**src/logic/irs_pkg.sv**
```systemverilog
/*
  Shared constants and carrier types for the I2C register access target.
  Assumes a single 125 MHz system clock and an external register file.
*/
package irs_pkg;

  // System clock rate
  localparam int CLK_MHZ = 125;

  // Spike suppression on SCL and SDA, least time rounded up
  localparam int SPIKE_NS = 50;
  localparam int SPIKE_CYC = (SPIKE_NS * CLK_MHZ + 999) / 1000;

  // Fast-mode SCL limit and the shortest SCL low time it allows
  localparam int SCL_MAX_KHZ = 400;
  localparam int SCL_LOW_MIN_NS = 1300;
  localparam int SCL_LOW_MIN_CYC = (SCL_LOW_MIN_NS * CLK_MHZ) / 1000;

  // Synchroniser depth in front of the filter
  localparam int SYNC_STAGES = 2;

  // Target address: bit 7 zero, bit 6 from the select pin, bits 5..1 fixed
  localparam logic ADDR_TOP = 1'b0;
  localparam logic [4:0] ADDR_FIXED = 5'h1d;
  localparam int ADDR_SEL_POS = 6;

  // Bit counts within a byte
  localparam logic [3:0] BYTE_BITS = 4'h8;
  localparam logic [3:0] LAST_TX_BIT = 4'h7;

  // Values after reset
  localparam logic [7:0] REG_ADDR_RST = 8'h00;
  localparam logic [7:0] DATA_RST = 8'h00;
  localparam logic PIN_IDLE = 1'b1;

  // Protocol states
  typedef enum logic [3:0] {
    irs_idle, irs_addr, irs_addr_ack, irs_cmd, irs_cmd_ack,
    irs_data, irs_data_ack, irs_tx, irs_tx_ack, irs_ignore
  } irs_state_t;

  // Pins seen by the sampling filter
  typedef struct packed {
    logic scl;
    logic sda;
    logic adr_sel;
  } irs_pins_t;

  // Request to the register file
  typedef struct packed {
    logic wr;
    logic rd;
    logic [7:0] addr;
    logic [7:0] wdata;
  } irs_req_t;

endpackage : irs_pkg

```
**src/logic/irs_pin_filter.sv**
```systemverilog
/*
  Two-flop synchroniser and spike filter, one lane per input bit.
  Assumes asynchronous pins; outputs are registered and idle high.
*/
`timescale 1ns/10ps
module irs_pin_filter #(
  parameter int W = 3,
  parameter int FILT_CYC = irs_pkg::SPIKE_CYC
) (
  input wire logic clk, // System clock
  input wire logic srst, // Synchronous reset, active high
  input wire logic [W-1:0] din, // Raw pin levels
  output logic [W-1:0] dout // Synchronised, filtered levels
);

  // Filter counter is four bits wide
  if (W < 1 || FILT_CYC < 1 || FILT_CYC > 15) begin : g_bad_filt
    $error("irs_pin_filter: FILT_CYC out of range");
  end

  for (genvar i = 0; i < W; i++) begin : g_lane
    logic s1;
    logic s2;
    logic [3:0] cnt;

    // Two-flop synchroniser; only s2 reads s1
    always_ff @(posedge clk) begin
      if (srst) begin
        s1 <= irs_pkg::PIN_IDLE;
        s2 <= irs_pkg::PIN_IDLE;
      end else begin
        s1 <= din[i];
        s2 <= s1;
      end
    end

    // Output follows only a level that stays for FILT_CYC cycles
    always_ff @(posedge clk) begin
      if (srst) begin
        cnt <= 4'h0;
        dout[i] <= irs_pkg::PIN_IDLE;
      end else if (s2 == dout[i]) begin
        cnt <= 4'h0;
      end else if (cnt == 4'(FILT_CYC - 1)) begin
        cnt <= 4'h0;
        dout[i] <= s2;
      end else begin
        cnt <= cnt + 4'h1;
      end
    end
  end

endmodule : irs_pin_filter

```
**src/logic/irs_target.sv**
```systemverilog
/*
  I2C target giving a host single-byte access to an external register file.
  Assumes SCL and SDA are open-drain pins resolved outside, a register file
  on the same clock that answers a read one cycle after the read pulse.
*/
// How it works
// - Address byte: bit7 zero, bit6 select pin, bits5..1 are 11101, bit0 R/W.
// - Filtered sampling keeps up with SCL up to 400 kHz fast mode.
// - Read command phase: a write carrying one byte, stored as register address.
// - Read data phase: host reads that register's byte, sent again after each host ACK, then STOP.
// - Write: address byte, register address, one data byte written to register.
// - No address auto-increment; each transaction touches one register only.
`timescale 1ns/10ps
module irs_target #(
  parameter int FILT_CYC = irs_pkg::SPIKE_CYC
) (
  input wire logic clk, // System clock, 125 MHz
  input wire logic srst, // Synchronous reset, active high
  input wire logic scl_i, // SCL pin level
  input wire logic sda_i, // SDA pin level
  input wire logic adr_sel, // Address-select pin level
  output logic sda_o, // SDA output value, always low
  output logic sda_oe, // SDA pulled low while high
  output irs_pkg::irs_req_t reg_req, // Register file request
  input wire logic [7:0] reg_rdata, // Read data, cycle after reg_req.rd
  output logic busy // Transaction in progress
);

  // Edge detection plus filter delay must fit in the shortest SCL low time
  if (FILT_CYC + irs_pkg::SYNC_STAGES + 2 >= irs_pkg::SCL_LOW_MIN_CYC)
  begin : g_bad_rate
    $error("irs_target: filter too slow for fast-mode SCL");
  end

  irs_pkg::irs_pins_t raw;
  irs_pkg::irs_pins_t pin;
  irs_pkg::irs_state_t state;
  logic scl_q;
  logic sda_q;
  logic scl_rise;
  logic scl_fall;
  logic start_det;
  logic stop_det;
  logic byte_end;
  logic addr_match;
  logic [7:0] shreg;
  logic [3:0] bit_cnt;
  logic rw;
  logic host_ack;
  logic rd_pend;
  logic [7:0] rdata_hold;

  assign raw = '{scl: scl_i, sda: sda_i, adr_sel: adr_sel};

  // Pins pass two flops and a spike filter before any logic
  irs_pin_filter #(
    .W(3),
    .FILT_CYC(FILT_CYC)
  ) u_irs_pin_filter (
    .clk(clk),
    .srst(srst),
    .din(raw),
    .dout(pin)
  );

  // Previous filtered levels for edge and bus condition detection
  always_ff @(posedge clk) begin
    if (srst) begin
      scl_q <= irs_pkg::PIN_IDLE;
      sda_q <= irs_pkg::PIN_IDLE;
    end else begin
      scl_q <= pin.scl;
      sda_q <= pin.sda;
    end
  end

  // Bus events and byte completion
  assign scl_rise = pin.scl & ~scl_q;
  assign scl_fall = ~pin.scl & scl_q;
  assign start_det = pin.scl & scl_q & sda_q & ~pin.sda;
  assign stop_det = pin.scl & scl_q & ~sda_q & pin.sda;
  assign byte_end = scl_fall & (bit_cnt == irs_pkg::BYTE_BITS);
  assign addr_match = (shreg[7:1] == {irs_pkg::ADDR_TOP, pin.adr_sel,
                                      irs_pkg::ADDR_FIXED});

  // Protocol sequencer, shift register and SDA drive
  always_ff @(posedge clk) begin
    if (srst) begin
      state <= irs_pkg::irs_idle;
      shreg <= irs_pkg::DATA_RST;
      bit_cnt <= 4'h0;
      rw <= 1'b0;
      host_ack <= 1'b0;
      sda_oe <= 1'b0;
    end else if (start_det) begin
      // Start or repeated start begins a new address byte
      state <= irs_pkg::irs_addr;
      bit_cnt <= 4'h0;
      sda_oe <= 1'b0;
    end else if (stop_det) begin
      state <= irs_pkg::irs_idle;
      sda_oe <= 1'b0;
    end else begin
      case (state)
        irs_pkg::irs_addr, irs_pkg::irs_cmd, irs_pkg::irs_data: begin
          if (scl_rise) begin
            shreg <= {shreg[6:0], pin.sda};
            bit_cnt <= bit_cnt + 4'h1;
          end else if (byte_end) begin
            bit_cnt <= 4'h0;
            if (state == irs_pkg::irs_addr) begin
              if (addr_match) begin
                sda_oe <= 1'b1;
                rw <= shreg[0];
                state <= irs_pkg::irs_addr_ack;
              end else begin
                state <= irs_pkg::irs_ignore;
              end
            end else if (state == irs_pkg::irs_cmd) begin
              sda_oe <= 1'b1;
              state <= irs_pkg::irs_cmd_ack;
            end else begin
              sda_oe <= 1'b1;
              state <= irs_pkg::irs_data_ack;
            end
          end
        end
        irs_pkg::irs_addr_ack: begin
          if (scl_fall) begin
            if (rw) begin
              // Read: first data bit goes out as the ACK clock ends
              shreg <= rdata_hold;
              sda_oe <= ~rdata_hold[7];
              state <= irs_pkg::irs_tx;
            end else begin
              sda_oe <= 1'b0;
              state <= irs_pkg::irs_cmd;
            end
          end
        end
        irs_pkg::irs_cmd_ack: begin
          if (scl_fall) begin
            sda_oe <= 1'b0;
            state <= irs_pkg::irs_data;
          end
        end
        irs_pkg::irs_data_ack: begin
          if (scl_fall) begin
            // Later bytes are not acknowledged and never stored
            sda_oe <= 1'b0;
            state <= irs_pkg::irs_ignore;
          end
        end
        irs_pkg::irs_tx: begin
          if (scl_fall) begin
            if (bit_cnt == irs_pkg::LAST_TX_BIT) begin
              bit_cnt <= 4'h0;
              sda_oe <= 1'b0;
              state <= irs_pkg::irs_tx_ack;
            end else begin
              bit_cnt <= bit_cnt + 4'h1;
              shreg <= {shreg[6:0], 1'b0};
              sda_oe <= ~shreg[6];
            end
          end
        end
        irs_pkg::irs_tx_ack: begin
          if (scl_rise) begin
            host_ack <= ~pin.sda;
          end else if (scl_fall) begin
            if (host_ack) begin
              // More bytes wanted: the same register again, no increment
              shreg <= rdata_hold;
              sda_oe <= ~rdata_hold[7];
              state <= irs_pkg::irs_tx;
            end else begin
              state <= irs_pkg::irs_ignore;
            end
          end
        end
        default: begin
          sda_oe <= 1'b0;
        end
      endcase
    end
  end

  // Register file requests; the address stays until the next command
  always_ff @(posedge clk) begin
    if (srst) begin
      reg_req <= '{wr: 1'b0, rd: 1'b0, addr: irs_pkg::REG_ADDR_RST,
                   wdata: irs_pkg::DATA_RST};
    end else begin
      reg_req.wr <= byte_end & ~start_det & ~stop_det
                    & (state == irs_pkg::irs_data);
      reg_req.rd <= byte_end & ~start_det & ~stop_det
                    & (state == irs_pkg::irs_addr)
                    & addr_match & shreg[0];
      if (byte_end & ~start_det & ~stop_det
          & (state == irs_pkg::irs_cmd)) begin
        reg_req.addr <= shreg;
      end
      if (byte_end & ~start_det & ~stop_det
          & (state == irs_pkg::irs_data)) begin
        reg_req.wdata <= shreg;
      end
    end
  end

  // Read data captured once, one cycle after the read pulse
  always_ff @(posedge clk) begin
    if (srst) begin
      rd_pend <= 1'b0;
      rdata_hold <= irs_pkg::DATA_RST;
    end else begin
      rd_pend <= reg_req.rd;
      if (rd_pend) begin
        rdata_hold <= reg_rdata;
      end
    end
  end

  // Fixed low output value and the busy flag
  always_ff @(posedge clk) begin
    if (srst) begin
      sda_o <= 1'b0;
      busy <= 1'b0;
    end else begin
      sda_o <= 1'b0;
      busy <= (state != irs_pkg::irs_idle);
    end
  end

endmodule : irs_target

```
**config.mk**
```make
export PLATFORM = sky130hd
export DESIGN_NAME = irs_target
export DESIGN_NICKNAME = d
export VERILOG_FILES = /design/src/logic/irs_pkg.sv /design/src/logic/irs_pin_filter.sv /design/src/logic/irs_target.sv
export SDC_FILE = /design/constraint.sdc
export NUM_CORES = 1
export LEC_CHECK = 0
export BUFFER_PORTS_ARGS = -buffer_cell sky130_fd_sc_hd__buf_2
export CAP_MARGIN = 20
export CORE_MARGIN = 2
export CORE_UTILIZATION = 25
export DETAILED_ROUTE_END_ITERATION = 8
export HOLD_SLACK_MARGIN = 0.1
export SYNTH_ARGS = -nofsm -noshare
export SYNTH_HDL_FRONTEND = slang
export SYNTH_SLANG_ARGS = --single-unit
```
**constraint.sdc**
```tcl
create_clock -name clk -period 3.8 [get_ports clk]
set_clock_uncertainty 0.15 [all_clocks]
set_input_delay 0.76 -clock clk [delete_from_list [all_inputs] [get_ports clk]]
set_output_delay 0.76 -clock clk [all_outputs]
set_load 0.01 [all_outputs]
```
==> results.toml <==
[status]
outcome = "finished, final reports clean"

[drt]
vias = 2600
drc = 0
drtPass1Iterations = 5
dr.first_iter.drc_count = 181
ant_nets = 0
viasPerCell = 4.63
wl_per_cell_um = 12.6
wirelength_mm = 7.07

[timing]
worst_pin_slew_ns = 0.988
slew_viol_final = 0
fin_crit_sh = 0.685
fmax_ghz = 0.384
hold_violations = 0
rsz0062_at_grt = "false"
min_period_ns = 2.60
maxSlewHeadroom = 0.341
holdWs_ns = 0.257
setup_viol = 0
tns_ns = 0

[clock_network]
cts_buffer_depth = 2
cts_setup_buffers = 0
htreeDepth = 3
cts_resized = 0
clock_latency_ns = 0.33
cts_made_buffers = 9
cts_hold_buf = 0
path_clk_slew_ns = 0.05
tritoncts = "done"
clock_sinks = 70
clock-root-buffer = "clkbuf_16"

[yosys]
synth_cell_types = 54
synth_edf_count = 0
ys_ff_latch = 70
async_flop_share = 0
ys.flop_type = "dfxtp_1"
netlist_area_sq_um = 3280
synth_fp_nets = 384
netlist_instances = 363
yosysWarnings = 0
synth.avg_cell_area_sq_um = 9.04
ys_seq_area_frac = 0.427

[final_layout]
layout-drive-gt1-share = 0.156
layout.nets = 406
area_growth_pct = 18.0
final_common_cell = "dfxtp_1"
fin_util = 0.304
mostFrequentLayoutCells = "dfxtp_1 (70), nor2_1 (56), mux2i_1 (37), buf_2 (32), a21oi_1 (18)"
n_antenna_cell = 0

[global_routing]
grt_pass1_wl_mm = 12.1
antenna_found_initial = 0
grt_util_all_layers = 0.107
grt_max_degree = 58
grt_overflow_total = 0
first_global_vias = 2523

[pwr]
p_int_w = 0.00157
netSwitchingFraction = 0.299
finalPower_w = 0.00224
power.share.combinational = 0.223
ir_drop_v = 0.000268
p_leak_nw = 1.56
clkPwrFrac = 0.394
switching_power_w = 0.000670
p_seq_frac = 0.383
power_density_nw_per_um2 = 578

[die]
fp.dieW_um = 119
io_pins = 34
initial_utilization = 0.258
rows = 41
coreArea_sq_um = 12700
dieHeight_um = 119
dieArea_sq_um = 14100

[critical_path]
r2r-end = "shreg[3]$_SDFFE_PP0P_"
criticalPathCategory = "reg -> reg"
crit_required_ns = 3.88
arrival_ns = 2.68
reg2regPathDepth = 5
rrSetupSlack_ns = 1.20
r2r-start = "state[1]$_SDFFE_PP0P_"
setup.worst_path.end = "shreg[3]$_SDFFE_PP0P_"
start_kind = "flip-flop"
critPathLaunch = "state[1]$_SDFFE_PP0P_"
path_max_fanout = 22
cp-end-kind = "flip-flop"

[place]
place.gp.congestion = 0.879
place_hpwl_mm = 5.05
portBuffers = 32

[worst_hold_path]
holdCritPathClass = "reg -> reg"

[job]
cap_violations = 0
-- critical path, stage by stage (launching register included) --
cell,delay (ns)
dfxtp_1,0.80
or4b_1,0.31
nor2_2,0.08
nor2_1,0.71
a21oi_1,0.18
a311oi_1,0.28
-- how the worst min path moves through the flow --
stage | from | endpoint | slack, ns | depth (start not counted)
2_1_floorplan | u_irs_pin_filter.g_lane[0].s1$_SDFF_PP1_ | u_irs_pin_filter.g_lane[0].s2$_SDFF_PP1_ | 0.24 | 1
4_1_cts | u_irs_pin_filter.g_lane[0].s1$_SDFF_PP1_ | u_irs_pin_filter.g_lane[0].s2$_SDFF_PP1_ | 0.26 | 1
5_1_grt | u_irs_pin_filter.g_lane[0].s1$_SDFF_PP1_ | u_irs_pin_filter.g_lane[0].s2$_SDFF_PP1_ | 0.27 | 1
6_report | u_irs_pin_filter.g_lane[2].s1$_SDFF_PP1_ | u_irs_pin_filter.g_lane[2].s2$_SDFF_PP1_ | 0.26 | 1
3_3_place_gp | u_irs_pin_filter.g_lane[0].s1$_SDFF_PP1_ | u_irs_pin_filter.g_lane[0].s2$_SDFF_PP1_ | 0.25 | 1
3_5_place_dp | u_irs_pin_filter.g_lane[0].s1$_SDFF_PP1_ | u_irs_pin_filter.g_lane[0].s2$_SDFF_PP1_ | 0.25 | 1
-- state kept, by name (all words and copies together), names as in the netlist --
name,flops
u_irs_pin_filter.g_lane.s2,3
u_irs_pin_filter.dout,3
u_irs_pin_filter.g_lane.s1,3
busy,1
sda_oe,1
rdata_hold,8
shreg,8
u_irs_pin_filter.g_lane.cnt,12
reg_req,18
rw,1
host_ack,1
bit_cnt,4
state,4
scl_q,1
rd_pend,1
sda_q,1
-- through the flow --
step	setup slack, ns	cell area, sq um	cells
5_1_grt	0.957	3870	562
4_1_cts	1.21	3870	562
6_report	1.20	3870	562
2_1_floorplan	1.81	3280	363
3_3_place_gp	1.40	3560	546
3_5_place_dp	1.23	3560	546
-- final cells by class --
cell class              count  area [sq um]
clock inverters             4          70.1
well taps                 172           215
flip-flops and latches     70          1400
fillers                  1377          8850
repair buffers             32           160
inverters                  12          45.0
clock buffers              12           246
multi-input cells         260          1730
-- per-layer routing --
metal  GRT usage  up-vias  share of wire
li1            -     1316              -
met4      0.0580        0          0.023
met2       0.166       46           0.45
met5           0        -              0
met1       0.134     1226           0.49
met3      0.0304       12          0.032
-- synth_stat cells (all sizes together), types with 4 or more instances --
master	count	share of area
clkbuf	9	0.010
ha	8	0.031
nor3	10	0.020
a311oi	9	0.024
nand2	14	0.016
dfxtp	70	0.43
buf	12	0.021
mux2i	37	0.11
nor2b	4	0.0076
inv	12	0.014
a31oi	4	0.0076
nor2	57	0.066
or2	9	0.017
nand2b	12	0.023
nand3	10	0.015
a21oi	18	0.027
o21ai	12	0.018
xnor2	10	0.027
-- cell families (layout without fill, tap and decap cells) --
family / count (synthesis) / count (layout) / synth area share
muxes: 38 / 38 / 0.116
xor gates and xnor gates: 12 / 12 / 0.0320
AOI/OAI and AO/OA: 58 / 58 / 0.117
DFF: 70 / 70 / 0.427
and+or+nand+nor: 143 / 143 / 0.231
buffers and inverters: 33 / 60 / 0.0446
other: 1 / 1 / 0.00114
adders and majority gates: 8 / 8 / 0.0305
-- power groups by stage --
stage | Sequential (W) | Combinational [W] | Clock (W)
after floorplan | 0.000794 | 0.000473 | 0
after global placement | 0.000866 | 0.000495 | 0
after detailed placement | 0.000871 | 0.000494 | 0
after CTS | 0.000855 | 0.000496 | 0.000910
after global routing | 0.000865 | 0.000553 | 0.000938
final | 0.000858 | 0.000499 | 0.000882
Note: power is estimated with default switching activity, not from simulation.
